## config.mk

```make
export PLATFORM = sky130hd
export DESIGN_NAME = hifl_top
export DESIGN_NICKNAME = d
export VERILOG_FILES = /design/src/hifl_pkg.sv /design/src/hifl_flag_bank.sv /design/src/hifl_top.sv
export SDC_FILE = /design/constraint.sdc
export NUM_CORES = 1
export LEC_CHECK = 0
export BUFFER_PORTS_ARGS = -buffer_cell sky130_fd_sc_hd__buf_2
export CAP_MARGIN = 20
export CORE_ASPECT_RATIO = 1.2
export CORE_MARGIN = 2
export CORE_UTILIZATION = 54
export CTS_BUF_LIST = sky130_fd_sc_hd__clkbuf_4 sky130_fd_sc_hd__clkbuf_8
export DETAILED_ROUTE_END_ITERATION = 16
export GPL_TIMING_DRIVEN = 0
export PLACE_DENSITY = 0.88
export SLEW_MARGIN = 20
export SYNTH_ARGS = -nofsm -noshare
export SYNTH_HDL_FRONTEND = slang
export SYNTH_SLANG_ARGS = --single-unit
```

## constraint.sdc

```tcl
create_clock -name core_clk_i -period 3.3 [get_ports core_clk_i]
set_input_delay 0.66 -clock core_clk_i [delete_from_list [all_inputs] [get_ports core_clk_i]]
set_output_delay 0.66 -clock core_clk_i [all_outputs]
set_load 0.005 [all_outputs]
```

## src/hifl_pkg.sv

```systemverilog
// Package for the host interrupt mask and FIFO level block.
// Assumes a single 250 MHz core clock and byte addressed register offsets.
package hifl_pkg;

    // ==========================================================
    // Register map
    // ==========================================================
    localparam int ADDR_W = 8;
    localparam int DATA_W = 32;
    localparam int LVL_W = 8;
    localparam logic [ADDR_W-1:0] IRQ_SOURCE_MASK_OFS = 8'h5C;
    localparam logic [ADDR_W-1:0] FIFO_THRESHOLD_CONFIG_OFS = 8'h68;

    // ==========================================================
    // Enable and pending bit positions
    // ==========================================================
    localparam int SOFT_IRQ_BIT = 31;
    localparam int DEVICE_READY_BIT = 30;
    localparam int TIMESTAMP_EVENT_BIT = 29;
    localparam int SWITCH_EVENT_BIT = 28;
    localparam int SECOND_PHY_EVENT_BIT = 27;
    localparam int FIRST_PHY_EVENT_BIT = 26;
    localparam int TRANSMIT_HALTED_BIT = 25;
    localparam int RECEIVE_HALTED_BIT = 24;
    localparam int DROP_COUNTER_HALF_BIT = 23;
    localparam int TRANSMIT_COMPLETION_BIT = 21;
    localparam int RX_DMA_COUNT_BIT = 20;
    localparam int GENERAL_TIMER_BIT = 19;
    localparam int POWER_EVENT_BIT = 17;
    localparam int TX_STATUS_OVERFLOW_BIT = 16;
    localparam int RECEIVE_WATCHDOG_BIT = 15;
    localparam int RECEIVER_FAULT_BIT = 14;
    localparam int TRANSMITTER_FAULT_BIT = 13;
    localparam int GPIO_EVENT_BIT = 12;
    localparam int TX_DATA_OVERRUN_BIT = 10;
    localparam int TX_SPACE_AVAILABLE_BIT = 9;
    localparam int TX_STATUS_FULL_BIT = 8;
    localparam int TX_STATUS_LEVEL_BIT = 7;
    localparam int RX_FRAME_DROPPED_BIT = 6;
    localparam int RX_STATUS_FULL_BIT = 4;
    localparam int RX_STATUS_LEVEL_BIT = 3;

    // Bits 22, 18 and 2:0 are read-only zero; 11 and 5 are stored
    localparam logic [DATA_W-1:0] EN_WRITE_MASK = 32'hFFBB_FFF8;
    // Sources whose events arrive ready-made from neighbouring logic
    localparam logic [DATA_W-1:0] EXT_SOURCE_MASK = 32'h7FBB_F150;
    localparam logic [DATA_W-1:0] EN_RESET = 32'h0000_0000;

    // ==========================================================
    // Threshold register fields
    // ==========================================================
    localparam int TX_AVAIL_LVL_LSB = 24;
    localparam int TX_STS_LVL_LSB = 16;
    localparam int RX_STS_LVL_LSB = 0;
    localparam logic [DATA_W-1:0] LVL_RESET = 32'h4800_0000;

    // ==========================================================
    // Carriers
    // ==========================================================
    typedef struct packed {
        logic wr;
        logic rd;
        logic [ADDR_W-1:0] addr;
        logic [DATA_W-1:0] wdata;
    } hifl_csr_req_t;

    typedef struct packed {
        logic rvalid;
        logic [DATA_W-1:0] rdata;
    } hifl_csr_rsp_t;

    typedef struct packed {
        logic [LVL_W-1:0] tx_free_blocks;
        logic [LVL_W-1:0] tx_status_used;
        logic [LVL_W-1:0] rx_status_used;
        logic tx_write_attempt;
        logic tx_data_full;
    } hifl_fifo_state_t;

endpackage : hifl_pkg

```

## src/hifl_flag_bank.sv

```systemverilog
// Sticky pending flags, one per interrupt source.
// Assumes set and clear are single-cycle pulses on the core clock.
`timescale 1ns/10ps
module hifl_flag_bank (
    input wire logic core_clk_i, // Core clock
    input wire logic resetn_i, // Async reset, active low
    input wire logic [hifl_pkg::DATA_W-1:0] set_i, // Flag set pulses
    input wire logic [hifl_pkg::DATA_W-1:0] clr_i, // Flag clear pulses
    output logic [hifl_pkg::DATA_W-1:0] flags_o // Pending flags
);

    typedef struct packed {
        logic [hifl_pkg::DATA_W-1:0] flags;
    } hifl_bank_state_t;

    hifl_bank_state_t st_reg;
    hifl_bank_state_t st_next;

    // ==========================================================
    // Next state
    // ==========================================================
    always_comb begin
        st_next = st_reg;
        // Set applied after clear so a coincident event survives
        st_next.flags = (st_reg.flags & ~clr_i) | set_i;
    end

    always_ff @(posedge core_clk_i or negedge resetn_i) begin
        if (!resetn_i) begin
            st_reg <= '0;
        end else begin
            st_reg <= st_next;
        end
    end

    assign flags_o = st_reg.flags;

endmodule : hifl_flag_bank

```

## src/hifl_top.sv

```systemverilog
// Host interrupt enable mask and FIFO level thresholds.
// Assumes source events, FIFO levels and the register port all come from
// logic on core_clk_i, so nothing here is synchronised.
//
// Behaviour
// RL1: An enabled pending source drives the interrupt; a disabled one cannot.
// RL2: Pending flags record events regardless of enable, except software one.
// RL3: Software interrupt enable is bit 31, read/write, resets to zero.
// RL4: Bits 30..26: ready, timestamp, switch, second PHY, first PHY enables.
// RL5: Bit 25 transmit halted, bit 24 receive halted; read/write, reset zero.
// RL6: Bits 23, 21, 20, 19: drop half, tx completion, rx DMA, timer.
// RL7: Bits 17, 16, 15: power event, tx status overflow, receive watchdog.
// RL8: Bits 14, 13, 12: receiver fault, transmitter fault, GPIO event.
// RL9: FIFO enables at bits 10, 9, 8, 7, 6, 4, 3.
// RL10: Software writes zero into enable bits 11 and 5.
// RL11: Threshold bits 31:24 hold tx space level in 64-byte blocks, reset 48h.
// RL12: Tx space flag sets while free blocks exceed that threshold.
// RL13: Bits 23:16 tx status level; flag sets when occupancy exceeds it.
// RL14: Bits 7:0 rx status level; flag sets when occupancy exceeds it.
// RL15: Software writes zero into threshold bits 15:8.
// RL16: Tx overrun flag sets on a write attempt while tx data FIFO is full.
// RL17: Interrupt output follows any flag-and-enable pair one cycle later.
// RL18: Read-only reserved enable bits read zero and ignore writes.
`timescale 1ns/10ps
module hifl_top (
    input wire logic core_clk_i, // Core clock, 250 MHz
    input wire logic resetn_i, // Async reset, active low
    input wire hifl_pkg::hifl_csr_req_t csr_req_i, // Register request
    output hifl_pkg::hifl_csr_rsp_t csr_rsp_o, // Register read answer
    input wire logic [hifl_pkg::DATA_W-1:0] src_event_i, // Source pulses
    input wire logic soft_irq_req_i, // Software interrupt request
    input wire hifl_pkg::hifl_fifo_state_t fifo_i, // FIFO levels
    input wire logic [hifl_pkg::DATA_W-1:0] flag_clear_i, // W1C pulses
    output logic [hifl_pkg::DATA_W-1:0] irq_pending_flags_o, // Flags
    output logic [hifl_pkg::DATA_W-1:0] irq_source_mask_o, // Enables
    output logic host_irq_o // Host interrupt, active high
);

    // ==========================================================
    // State
    // ==========================================================
    typedef struct packed {
        logic [hifl_pkg::DATA_W-1:0] irq_source_mask;
        logic [hifl_pkg::DATA_W-1:0] fifo_threshold_config;
        hifl_pkg::hifl_csr_rsp_t rsp;
        logic irq;
    } hifl_top_state_t;

    hifl_top_state_t st_reg;
    hifl_top_state_t st_next;

    logic [hifl_pkg::DATA_W-1:0] flag_set;
    logic [hifl_pkg::DATA_W-1:0] pending;
    logic [hifl_pkg::LVL_W-1:0] tx_avail_lvl;
    logic [hifl_pkg::LVL_W-1:0] tx_sts_lvl;
    logic [hifl_pkg::LVL_W-1:0] rx_sts_lvl;
    logic hit_en;
    logic hit_lvl;

    assign tx_avail_lvl = st_reg.fifo_threshold_config[
        hifl_pkg::TX_AVAIL_LVL_LSB +: hifl_pkg::LVL_W];
    assign tx_sts_lvl = st_reg.fifo_threshold_config[
        hifl_pkg::TX_STS_LVL_LSB +: hifl_pkg::LVL_W];
    assign rx_sts_lvl = st_reg.fifo_threshold_config[
        hifl_pkg::RX_STS_LVL_LSB +: hifl_pkg::LVL_W];

    assign hit_en = (csr_req_i.addr == hifl_pkg::IRQ_SOURCE_MASK_OFS);
    assign hit_lvl = (csr_req_i.addr == hifl_pkg::FIFO_THRESHOLD_CONFIG_OFS);

    // ==========================================================
    // Flag set sources
    // ==========================================================
    always_comb begin
        // Ready, PHY, switch, timer, GPIO etc pass straight through
        flag_set = src_event_i & hifl_pkg::EXT_SOURCE_MASK; // see RL2
        // Software flag is the only one gated by its enable
        flag_set[hifl_pkg::SOFT_IRQ_BIT] = soft_irq_req_i
            & st_reg.irq_source_mask[hifl_pkg::SOFT_IRQ_BIT]; // see RL2
        flag_set[hifl_pkg::TX_DATA_OVERRUN_BIT] =
            fifo_i.tx_write_attempt & fifo_i.tx_data_full; // see RL16
        // Strictly greater: equal to the level does not fire
        flag_set[hifl_pkg::TX_SPACE_AVAILABLE_BIT] =
            (fifo_i.tx_free_blocks > tx_avail_lvl); // see RL12
        flag_set[hifl_pkg::TX_STATUS_LEVEL_BIT] =
            (fifo_i.tx_status_used > tx_sts_lvl); // see RL13
        flag_set[hifl_pkg::RX_STATUS_LEVEL_BIT] =
            (fifo_i.rx_status_used > rx_sts_lvl); // see RL14
    end

    hifl_flag_bank i_hifl_flag_bank (
        .core_clk_i(core_clk_i),
        .resetn_i(resetn_i),
        .set_i(flag_set),
        .clr_i(flag_clear_i),
        .flags_o(pending)
    );

    // ==========================================================
    // Register access and interrupt output
    // ==========================================================
    always_comb begin
        st_next = st_reg;
        st_next.rsp.rvalid = 1'b0;
        st_next.rsp.rdata = '0;
        if (csr_req_i.wr && hit_en) begin
            // Bits 31..3 stored per map; 22, 18, 2:0 dropped
            st_next.irq_source_mask = csr_req_i.wdata
                & hifl_pkg::EN_WRITE_MASK; // see RL3 see RL18
        end
        if (csr_req_i.wr && hit_lvl) begin
            // Bits 15:8 stored as written; software keeps them zero
            st_next.fifo_threshold_config = csr_req_i.wdata; // see RL11
        end
        if (csr_req_i.rd) begin
            st_next.rsp.rvalid = 1'b1;
            if (hit_en) begin
                st_next.rsp.rdata = st_reg.irq_source_mask; // see RL18
            end else if (hit_lvl) begin
                st_next.rsp.rdata = st_reg.fifo_threshold_config;
            end else begin
                // Unmapped offsets answer with zero
                st_next.rsp.rdata = '0;
            end
        end
        // Each enable bit gates the flag of the same position
        st_next.irq = |(pending & st_reg.irq_source_mask); // see RL1 see RL17
    end

    // Enable layout lives in the shared bit constants
    // (see RL4 see RL5 see RL6 see RL7 see RL8 see RL9)
    always_ff @(posedge core_clk_i or negedge resetn_i) begin
        if (!resetn_i) begin
            st_reg.irq_source_mask <= hifl_pkg::EN_RESET; // see RL5
            st_reg.fifo_threshold_config <= hifl_pkg::LVL_RESET; // see RL11
            st_reg.rsp <= '0;
            st_reg.irq <= 1'b0;
        end else begin
            st_reg <= st_next;
        end
    end

    assign csr_rsp_o = st_reg.rsp;
    assign irq_pending_flags_o = pending;
    assign irq_source_mask_o = st_reg.irq_source_mask;
    assign host_irq_o = st_reg.irq;

endmodule : hifl_top

```

==> metrics.md, run 1 <==
| Metric | Value |
|---|---|
| Combinational power share | 0.100 |
| R2R Path End | host_irq_o |
| Initial Util | 0.5546 |
| Area growth syn-to-layout | 29.46% |
| Reported leakage power | 4.242 nW |
| Setup Skew | between 10 and 15 ps |
| DR WL/cell | 17.10 microns |
| Worst EP required | approximately 3600 ps |
| Fill cell count | 755 |
| Synthesized area | a little under 6000 sq um |
| Number of global-route vias before repair | 4693 |
| Min Tclk post-route | 1851 ps |
| TritonCTS buffer count | 17 |
| Worst setup margin | 1449 ps |
| Synth top area share | 0.5278 |
| Chip width | 98.87 microns |
| Slowest-stage cell, CP | nor4b_4 |
| Switching Share | 0.2291 |
| Routed vias | 4358 |
| Yosys warns | 0 |
| Synth Area in Compound Gates | 0.1086 |
| Routed Antenna Nets | 0 |
| Share of post-route cells with drive strength above 1 | 0.5183 |
| DRT Wirelength | 14350 microns |
| Ports | 233 |
| Global-route wire length before repair | 22760 microns |
| Simple-gate share of the synthesized area | 0.05793 |
| CP Data Arrival Time | between 2000 and 2500 ps |
| Slew Viols, Final | 0 |
| TritonCTS clock tree | done |
| Relative slew margins | 0.6248 |
| Num rows | slightly above 40 |
| R2R setup slack | 1570 ps |
| Post-synth EDFFs | 0 |
| Worst-margin pin slew | around 560 ps |
| Critical path type | input pin to flip-flop |
| # nets final | 856 |
| NetSw | 0.7845 mW |
| Unrepaired setup endpoints after global routing | false |
| Clock Path Buffers | 2 |
| Number of distinct library cells after synthesis | 35 |
| Drc violations | 0 |
| CP Capture Type | flip-flop |
| Worst-path fanout max | 10 |
| Reg2Reg Depth | 4 |
| Post-synthesis sequential area ratio | 0.5368 |
| CP Launch Type | input pin |
| Final Total Pwr | 3.424 mW |
| Number of vias per cell | 5.194 |
| TNS Setup | 0 ps |
| Synth Area in XOR/XNOR | 0 |
| Critical path, cell by cell | buf_2, nor4b_4, nand3_4, nor2_8, buf_6, mux2_1 |
| I/O Buffers | 215 |
| Total grt overflow | 0 |
| # setup viols final | 0 |
| Ys async rst share | 1.000 |
| First-pass iteration count of the detailed router | 4 |
| DP Worst Slack | 970.9 ps |
| Post-synth top cells | dfrtp_1, buf_4, inv_1 |
| GRT Total Usage | 0.2527 |
| Top FF cell, synth | dfrtp_1 |
| Initial DRC count | 149 |
| Multiplexer area fraction after synthesis | 0.1139 |
| Clock-pin slew on the worst setup and hold paths | around 70 ps |
| Adder and majority cell fraction of the synthesized area | 0.05149 |
| Largest net degree at the start of global routing | 67 |
| Peak supply drop | 0.3455 mV |
| CP peak stage delay | 410 ps |
| Root Driver | clkbuf_8 |
| GP Congestion | 0.8457 |
| Syn_area_per_cell | 12.73 sq um |
| Post-CTS setup buffer count | 0 |
| Final Hold Viols | 0 |
| Synth top area cells | dfrtp_1, buf_4, mux2_2, ha_1, mux2_1 |
| FF-to-FF Start | irq_source_mask_o[19] |
| Die area | around 12000 sq um |
| CTS Sinks | 125 |
| Clock latency on the worst-skew pair | around 430 ps |
| Hold Crit Class | input pin to asynchronous set/reset pin |
| Antenna violations before repair | 0 |
| H-tree levels | 4 |
| Status | complete, no violations |
| Pwr Density | roughly 450 nW/um^2 |
| ANT cells | 0 |
| Largest family of logic cells by synthesized area | buffers and inverters |
| Syn Inst Count | 458 |
| Most common cell in the synthesized netlist | dfrtp_1 |
| Die Y | between 100 and 150 microns |
| Core Region | 10520 sq um |
| Clock share of power | 0.417 |
| Max_cap viols | 0 |
| Cell-internal power | roughly 2.6 mW |
| Max FFs per register | 33 |
| Post-CTS Resized | 0 |
| Synth Register Bits | 125 |
| Peak Freq | 0.5402 GHz |
| Leading area contributor after synthesis | dfrtp_1 |
| Hold_buf cts | 0 |
| Seq pwr share | 0.482 |
| Final core occ | 0.7179 |
| Fin crit share | 0.5610 |
| DP HPWL | between 10000 and 15000 microns |
==> critical path, delay by kind of cell <==
kind	cells	cell delay, ps
simple gates	3	810
mux	1	340
buf+inv	2	330
==> layout by cell type (no fill, tap or decap), drive strengths merged, types with 7 or more instances in the layout <==
cell type	count
buf	290
dfrtp	123
mux2	59
inv	48
a22o	27
clkbuf	25
ha	24
a21o	21
nor2b	11
a22oi	10
nand4	9
a21oi	7
==> worst max-delay path by stage <==
stage | start | endpoint | slack (ps)
2_1_floorplan | csr_req_i[33] | rx_sts_lvl[1] | 1330
4_1_cts | csr_req_i[33] | irq_source_mask_o[16] | 1440
3_5_place_dp | csr_req_i[33] | irq_source_mask_o[16] | 970
6_report | csr_req_i[33] | irq_source_mask_o[23] | 1450
3_3_place_gp | resetn_i | csr_rsp_o[24] | 60
5_1_grt | csr_req_i[33] | irq_source_mask_o[16] | 1410
==> cells by family (layout without fill, tap and decap cells) <==
kind of cell,Yosys count,count (layout)
other cells,1,5
fa+ha+maj,24,24
simple gates,45,45
compound gates,82,82
flops,125,125
buf+inv,122,370
mux,59,59
==> power groups by stage <==
stage          logic [mW]  registers (mW)  clock network, mW
2_1_floorplan       0.152            1.66                  0
3_3_place_gp        0.324            1.67                  0
3_5_place_dp        0.348            1.68                  0
4_1_cts             0.349            1.65               1.45
5_1_grt             0.385            1.66               1.53
6_report            0.344            1.65               1.43
==> layer usage <==
metal | global-route usage | up-vias | wire length (microns)
met5 | 0 | - | 0
met3 | 0.06591 | 25 | 851
met1 | 0.2863 | 2138 | 5553
met2 | 0.4510 | 179 | 7650
li1 | - | 2016 | -
met4 | 0.09589 | 0 | 290
==> stage by stage <==
step                instance area [sq um]  instances  hold WS (ps)
floorplan                            5847        462         364.4
global placement                     7084        806         470.2
detailed placement                   7118        807         487.1
CTS                                  7550        839         213.3
global route                         7550        839         231.9
finish                               7550        839         212.5
==> layout make-up <==
type,count,area (sq um),share of cell area
clock inverters,7,112.6,0.01492
repair buffers,216,1110,0.1470
clock buffers,25,319.1,0.04226
plain buffers,74,581.8,0.07706
multi-input cells,215,1954,0.2589
inverters,48,180.2,0.02386
well taps,129,161.4,0.02138
flip-flops and latches,125,3131,0.4147
No activity file was read; power rests on OpenSTA's default activity.
==> inputs of run 2 (changes only) <==
Settings changed: CORE_UTILIZATION 54 to 50, PLACE_DENSITY 0.88 to 0.82.
Clock period 3.3 ns to 1.9 ns, I/O delays scaled along.
==> run 2 against run 1 <==
Critical path depth shrank 2. Combinational power grew 75%. Register-to-register slack worse by 1400 ps. Non-clock buffer count grew 1. Wire length about the same. Critical path type is now flip-flop to flip-flop. Critical endpoint is now host_irq_o. Largest cell class unchanged.
==> metrics.md, run 2 (synthesis results as in run 1) <==
| Metric | Value |
|---|---|
| Clock latency on the worst-skew pair | 430 ps (about the same) |
| GRT Total Usage | 0.2318 (was 0.2527) |
| Max FFs per register | 33 (unchanged) |
| Number of global-route vias before repair | 4415 (was 4693) |
| Unrepaired setup endpoints after global routing | false (unchanged) |
| Min Tclk post-route | ~1800 ps |
| Number of vias per cell | 4.988 (was 5.194) |
| Max_cap viols | 0 (unchanged) |
| Min-Delay Endpoint | i_hifl_flag_bank.flags_o[1] |
| Routed Antenna Nets | 0 (unchanged) |
| Chip width | 102.6 microns (was 98.87 microns) |
| I/O Buffers | 215 (unchanged) |
| Slew Viols, Final | 0 (unchanged) |
| Peak Freq | 0.5710 GHz |
| TritonCTS clock tree | done (unchanged) |
| R2R Path End | host_irq_o (unchanged) |
| CP Launch Type | flip-flop (was input pin) |
| Routed vias | 4330 (was 4358) |
| Fin cells | 868 (was 839) |
| Share of post-route cells with drive strength above 1 | 0.5176 (was 0.5183) |
| Hold path start | flag_clear_i[1] |
| Reg area | 3131 sq um (unchanged) |
| Total grt overflow | 0 (unchanged) |
| Post-CTS Resized | 0 (unchanged) |
| Area of the multi-input gates | 1954 sq um (unchanged) |
| Critical path type | flip-flop to flip-flop (was input pin to flip-flop) |
| DR WL/cell | 16.54 microns (was 17.10 microns) |
| CP Data Arrival Time | 2060 ps (was 2160 ps) |
| Placed Area | 7153 sq um (was 7118 sq um) |
| Clock-pin slew on the worst setup and hold paths | 70 ps (about the same) |
| Drc violations | 0 (unchanged) |
| DP HPWL | 11080 microns (was 11110 microns) |
| Worst-path fanout max | 4 (was 10) |
| DP Worst Slack | -145.8 ps (was 970.9 ps) |
| Relative slew margins | 0.6366 (was 0.6248) |
| Peak supply drop | 0.4561 mV (was 0.3455 mV) |
| GP Congestion | 0.8552 (was 0.8457) |
| Worst setup margin | 148.8 ps (was 1449 ps) |
| First-pass iteration count of the detailed router | 6 (was 4) |
| Area growth syn-to-layout | 29.93% (was 29.46%) |
| Status | complete, no violations (unchanged) |
| FF-to-FF Start | irq_source_mask_o[19] (unchanged) |
| Clock Path Buffers | 2 (unchanged) |
| Num rows | 43 (was 41) |
| Largest net degree at the start of global routing | 68 (was 67) |
| Global-route wire length before repair | 21710 microns (was 22760 microns) |
| Fin crit share | 0.9217 |
| # setup viols final | 0 (unchanged) |
| Worst EP required | 2210 ps (was 3610 ps) |
| Ports | 233 (unchanged) |
| Final core occ | 0.6612 (was 0.7179) |
| Hold Crit Depth | 2 |
| Post-route cell area | 7577 sq um (was 7550 sq um) |
| Commonest non-fill, non-tap cell in the layout | buf_2 (unchanged) |
| Antenna violations before repair | 0 (unchanged) |
| # nets final | 857 (was 856) |
| Die Y | 122.3 microns (was 117.8 microns) |
| CTS Sinks | 125 (unchanged) |
| Setup Skew | 9.738 ps (was 14.44 ps) |
| Worst-margin pin slew | 545.1 ps (was 562.8 ps) |
| Reported leakage power | 4.224 nW (was 4.242 nW) |
| ANT cells | 0 (unchanged) |
| Critical Path Start | irq_source_mask_o[19] (was csr_req_i[33]) |
| Fill cell count | 909 (was 755) |
| TritonCTS buffer count | 17 (unchanged) |
| Final Total Pwr | 5.882 mW (was 3.424 mW) |
| Pwr Density | 776.3 nW/um^2 (was 453.6 nW/um^2) |
| CP Capture Type | flip-flop (unchanged) |
| Number of instances in the placed design | 835 (was 807) |
| H-tree levels | 4 (unchanged) |
| Most frequent cells in the layout | buf_2, dfrtp_1, buf_4, inv_1, mux2_2 (unchanged) |
| Core Region | 11460 sq um (was 10520 sq um) |
| Hold Crit Class | input pin to flip-flop (was input pin to asynchronous set/reset pin) |
| Root Driver | clkbuf_8 (unchanged) |
| R2R setup slack | 150 ps (was 1570 ps) |
| Hold WS | 92.28 ps (was 212.5 ps) |
| TNS Setup | 0 ps (unchanged) |
| Final Hold Viols | 0 (unchanged) |
| DRT Wirelength | 14360 microns (was 14350 microns) |
| Initial Util | 0.5089 (was 0.5546) |
| Die area | 12550 sq um (was 11650 sq um) |
| Initial DRC count | 155 (was 149) |
| Reg2Reg Depth | 4 (unchanged) |
run 2: layout make-up:
| type | count | area share |
|---|---|---|
| clock inverters | 14 | 0.02196 |
| clock buffers | 18 | 0.03269 |
| multi-input cells | 215 | 0.2579 |
| repair buffers | 217 | 0.1478 |
| plain buffers | 74 | 0.07678 |
| well taps | 157 | 0.02592 |
| flip-flops and latches | 125 | 0.4131 |
| inverters | 48 | 0.02378 |
run 2: worst max-delay path, cell delays in order (launching register included):
cell and delay [ps]:
dfrtp_1 430, a22o_1 220, a221oi_1 430, nand4_1 210, or3_1 340
run 2: how the worst max path moves through the flow:
stage	to	slack (ps)
2_1_floorplan	rx_sts_lvl[1]	210
3_3_place_gp	csr_rsp_o[23]	-1020
3_5_place_dp	irq_source_mask_o[19]	-150
4_1_cts	host_irq_o	90
5_1_grt	host_irq_o	90
6_report	host_irq_o	150
run 2: layer usage:
layer | share of wire | global-route usage | vias to the layer above
li1 | - | - | 2022
met5 | 0 | 0 | -
met3 | 0.061 | 0.05866 | 26
met1 | 0.39 | 0.2724 | 2112
met2 | 0.53 | 0.4056 | 170
met4 | 0.023 | 0.08583 | 0
run 2: timing repair:
| action | CTS | global route |
|---|---|---|
| setup buffers | 0 | 0 |
| hold buffers | 1 | 0 |
| hold endpoints to repair | 57 | 0 |
run 2: power breakdown:
group	internal (mW)	switching (mW)	leakage, nW
Combinational	0.325	0.278	2.38
Sequential	2.77	0.0954	1.65
Clock	1.33	1.08	0.202
==> inputs of run 3 (changes only) <==
Settings changed: ABC_AREA set to 1, CORE_UTILIZATION 50 to 51, PLACE_DENSITY 0.82 to 0.83, SLEW_MARGIN 20 to 5.
==> run 3 against run 2 <==
Via count is 24% higher. Hold slack worse by 18 ps. Cell count is 27% higher. Final area is 3.3% higher. Count of clock-buffer cells in the layout is 5 higher. Combinational power is 8.0% higher. Critical path type is now flip-flop to primary output.
==> metrics.md, run 3 <==
| Metric | Value |
|---|---|
| NetSw | 1.436 mW (was 1.455 mW) |
| Slew Viols, Final | 0 (unchanged) |
| Ports | 233 (unchanged) |
| Pwr Density | 744.7 nW/um^2 (was 776.3 nW/um^2) |
| Die area | 12860 sq um (was 12550 sq um) |
| R2R Path End | i_hifl_flag_bank.flags_o[9] (was host_irq_o) |
| Share of post-route cells with drive strength above 1 | 0.3676 (was 0.5176) |
| Num rows | 43 (unchanged) |
| Peak supply drop | 0.4972 mV (was 0.4561 mV) |
| FF-to-FF Start | st_reg[61] (was irq_source_mask_o[19]) |
| Clock latency on the worst-skew pair | 440 ps (was 430 ps) |
| Final Total Pwr | 5.829 mW (was 5.882 mW) |
| Global-route wire length before repair | 26330 microns (was 21710 microns) |
| CP Capture Type | primary output (was flip-flop) |
| Combinational power share | 0.112 (was 0.102) |
| DRT Wirelength | 16380 microns (was 14360 microns) |
| CP peak stage delay | 460 ps (was 430 ps) |
| ANT cells | 0 (unchanged) |
| Most common cell in the synthesized netlist | nand2_1 (was dfrtp_1) |
| Yosys warns | 0 (unchanged) |
| Synth Register Bits | 125 (unchanged) |
| Drc violations | 0 (unchanged) |
| Core Region | 11620 sq um (was 11460 sq um) |
| Synthesized area | 6105 sq um (was 5832 sq um) |
| Seq pwr share | 0.492 (was 0.487) |
| First-pass iteration count of the detailed router | 5 (was 6) |
| Routed Antenna Nets | 0 (unchanged) |
| I/O Buffers | 215 (unchanged) |
| Worst-margin pin slew | 539.8 ps (was 545.1 ps) |
| Routed vias | 5358 (was 4330) |
| CP Launch Type | flip-flop (unchanged) |
| TNS Setup | 0 ps (unchanged) |
| Critical path type | flip-flop to primary output (was flip-flop to flip-flop) |
| Hold Crit Depth | 1 (was 2) |
| # setup viols final | 0 (unchanged) |
| Unrepaired setup endpoints after global routing | false (unchanged) |
| R2R setup slack | 490 ps (was 150 ps) |
| Total grt overflow | 0 (unchanged) |
| Post-CTS Resized | 0 (unchanged) |
| Number of vias per cell | 4.866 (was 4.988) |
| Root Driver | clkbuf_8 (unchanged) |
| Max_cap viols | 0 (unchanged) |
| Chip width | 103.9 microns (was 102.6 microns) |
| H-tree levels | 4 (unchanged) |
| Worst EP required | 1520 ps (was 2210 ps) |
| Min Tclk post-route | 1557 ps (was 1751 ps) |
| # nets final | 1092 (was 857) |
| Clock-pin slew on the worst setup and hold paths | 70 ps (about the same) |
| Number of global-route vias before repair | 5523 (was 4415) |
| Leading area contributor after synthesis | dfrtp_1 (unchanged) |
| Switching Share | 0.2464 (was 0.2474) |
| Area growth syn-to-layout | 28.22% (was 29.93%) |
| Initial DRC count | 316 (was 155) |
| Setup Skew | 9.288 ps (was 9.738 ps) |
| Largest net degree at the start of global routing | 91 (was 68) |
| GRT Total Usage | 0.2661 (was 0.2318) |
| Post-CTS setup buffer count | 0 (unchanged) |
| Post-synth EDFFs | 0 (unchanged) |
| Hold WS | 73.84 ps (was 92.28 ps) |
| Largest delay share family, worst path | flip-flops (was compound AO/OA/AOI/OAI gates) |
| Synth top area share | 0.5042 (was 0.5278) |
| DR WL/cell | 14.87 microns (was 16.54 microns) |
| Antenna violations before repair | 0 (unchanged) |
| Hold path start | csr_req_i[40] (was flag_clear_i[1]) |
| Critical path, cell by cell | buf_4, buf_2 (was a22o_1, a221oi_1, nand4_1, or3_1) |
| Synth top area cells | dfrtp_1, nand2_1, buf_4, inv_1, ha_1 (was dfrtp_1, buf_4, mux2_2, ha_1, mux2_1) |
| Fill cell count | 989 (was 909) |
| Number of distinct library cells after synthesis | 29 (was 35) |
| CP Data Arrival Time | 1180 ps (was 2060 ps) |
| Syn_area_per_cell | 8.809 sq um (was 12.73 sq um) |
| Worst-path fanout max | 4 (unchanged) |
| Commonest non-fill, non-tap cell in the layout | buf_2 (unchanged) |
| Initial Util | 0.5253 (was 0.5089) |
| Status | complete, no violations (unchanged) |
| Fin crit share | 0.8196 (was 0.9217) |
| Top FF cell, synth | dfrtp_1 (unchanged) |
| CTS Sinks | 125 (unchanged) |
| Max FFs per register | 33 (unchanged) |
| Reg2Reg Depth | 10 (was 4) |
| Min-Delay Endpoint | csr_rsp_o[32] (was i_hifl_flag_bank.flags_o[1]) |
| Die Y | 123.9 microns (was 122.3 microns) |
| DP HPWL | 12400 microns (was 11080 microns) |
| Final Hold Viols | 0 (unchanged) |
| Reported leakage power | 4.417 nW (was 4.224 nW) |
| Relative slew margins | 0.6401 (was 0.6366) |
| Post-synth top cells | nand2_1, dfrtp_1, inv_1 (was dfrtp_1, buf_4, inv_1) |
| Worst Path Buf+Inv | 2 (was 0) |
| TritonCTS buffer count | 17 (unchanged) |
| Clock share of power | 0.397 (was 0.410) |
| Slowest-stage cell, CP | dfrtp_1 (unchanged) |
| Cell-internal power | 4.393 mW (was 4.427 mW) |
| TritonCTS clock tree | done (unchanged) |
| Ys async rst share | 1.000 (unchanged) |
| Peak Freq | 0.6422 GHz (was 0.5710 GHz) |
| Syn Inst Count | 693 (was 458) |
| Hold Crit Class | input pin to flip-flop (unchanged) |
| Clock Path Buffers | 2 (unchanged) |
| Most frequent cells in the layout | buf_2, nand2_1, dfrtp_1, inv_1, buf_4 (was buf_2, dfrtp_1, buf_4, inv_1, mux2_2) |
| GP Congestion | 0.8417 (was 0.8552) |
| Post-synthesis sequential area ratio | 0.5128 (was 0.5368) |
-- run 3: final cells by class --
class / count / area [sq um] / share of cell area
inverter: 105 / 394.1 / 0.05035
timing repair buffer: 217 / 1120 / 0.1431
buffer: 86 / 614.3 / 0.07848
tap: 157 / 196.4 / 0.02510
multi-input combinational: 381 / 1981 / 0.2530
clock buffer: 23 / 304.0 / 0.03884
clock inverter: 7 / 87.58 / 0.01119
sequential: 125 / 3131 / 0.3999
-- run 3: what timing repair did --
item                                    in CTS  in global routing
endpoints found under the hold margin       35                  0
hold buffers                                 1                  0
endpoints found under the setup margin       0                  0
-- run 3: worst reg2reg max path: stages (launching register included) --
cell and delay [ps]:
dfstp_2 540, inv_1 60, ha_1 290, nand2_1 80, inv_1 50, nand2_1 50, nand2_1 50, nand2_1 60
nand2_1 50, nand2_1 50, nand2_1 40
-- run 3: how the worst max path moves through the flow --
stage	startpoint	endpoint	slack [ps]	cells after the start
2_1_floorplan	st_reg[61]	i_hifl_flag_bank.flags_o[9]	600	10
4_1_cts	irq_source_mask_o[31]	irq_source_mask_o[31]	300	2
6_report	irq_source_mask_o[11]	irq_source_mask_o[11]	340	2
3_3_place_gp	resetn_i	i_hifl_flag_bank.flags_o[0]	-1140	1
3_5_place_dp	csr_req_i[39]	st_reg[60]	180	7
5_1_grt	irq_source_mask_o[31]	irq_source_mask_o[31]	290	2
-- run 3: power groups by stage --
stage / Sequential [mW] / Clock [mW] / Combinational (mW)
6_report: 2.87 / 2.31 / 0.651
5_1_grt: 2.88 / 2.46 / 0.747
4_1_cts: 2.86 / 2.34 / 0.660
3_5_place_dp: 2.91 / 0 / 0.652
3_3_place_gp: 2.91 / 0 / 0.624
2_1_floorplan: 2.89 / 0 / 0.309
-- run 3: metal layers --
metal | vias up | global-route usage | wire (microns)
met2 | 232 | 0.4774 | 8210
met5 | - | 0 | 0
li1 | 2591 | - | -
met3 | 41 | 0.05861 | 1125
met4 | 0 | 0.1309 | 505
met1 | 2494 | 0.3042 | 6534
-- run 3: metrics by stage --
| step | setup slack [ps] | area (sq um) | cells | utilization |
|---|---|---|---|---|
| after floorplan | 600.6 | 6120 | 697 | - |
| after global placement | -1137 | 7392 | 1069 | 0.6361 |
| after detailed placement | 182.2 | 7426 | 1070 | 0.6390 |
| after CTS | 304.7 | 7828 | 1101 | 0.6736 |
| after global routing | 293.3 | 7828 | 1101 | 0.6736 |
| final | 342.7 | 7828 | 1101 | 0.6736 |
-- run 3: logic make-up (layout without fill, tap and decap cells) --
| logic type | after synthesis | count (layout) | share of synthesized area |
|---|---|---|---|
| AOI/OAI and AO/OA | 117 | 117 | 0.1084 |
| adders and majority gates | 24 | 24 | 0.04919 |
| buffers and inverters | 191 | 438 | 0.1652 |
| DFF | 125 | 125 | 0.5128 |
| other | 1 | 5 | 0.0006143 |
| and+or+nand+nor | 235 | 235 | 0.1638 |
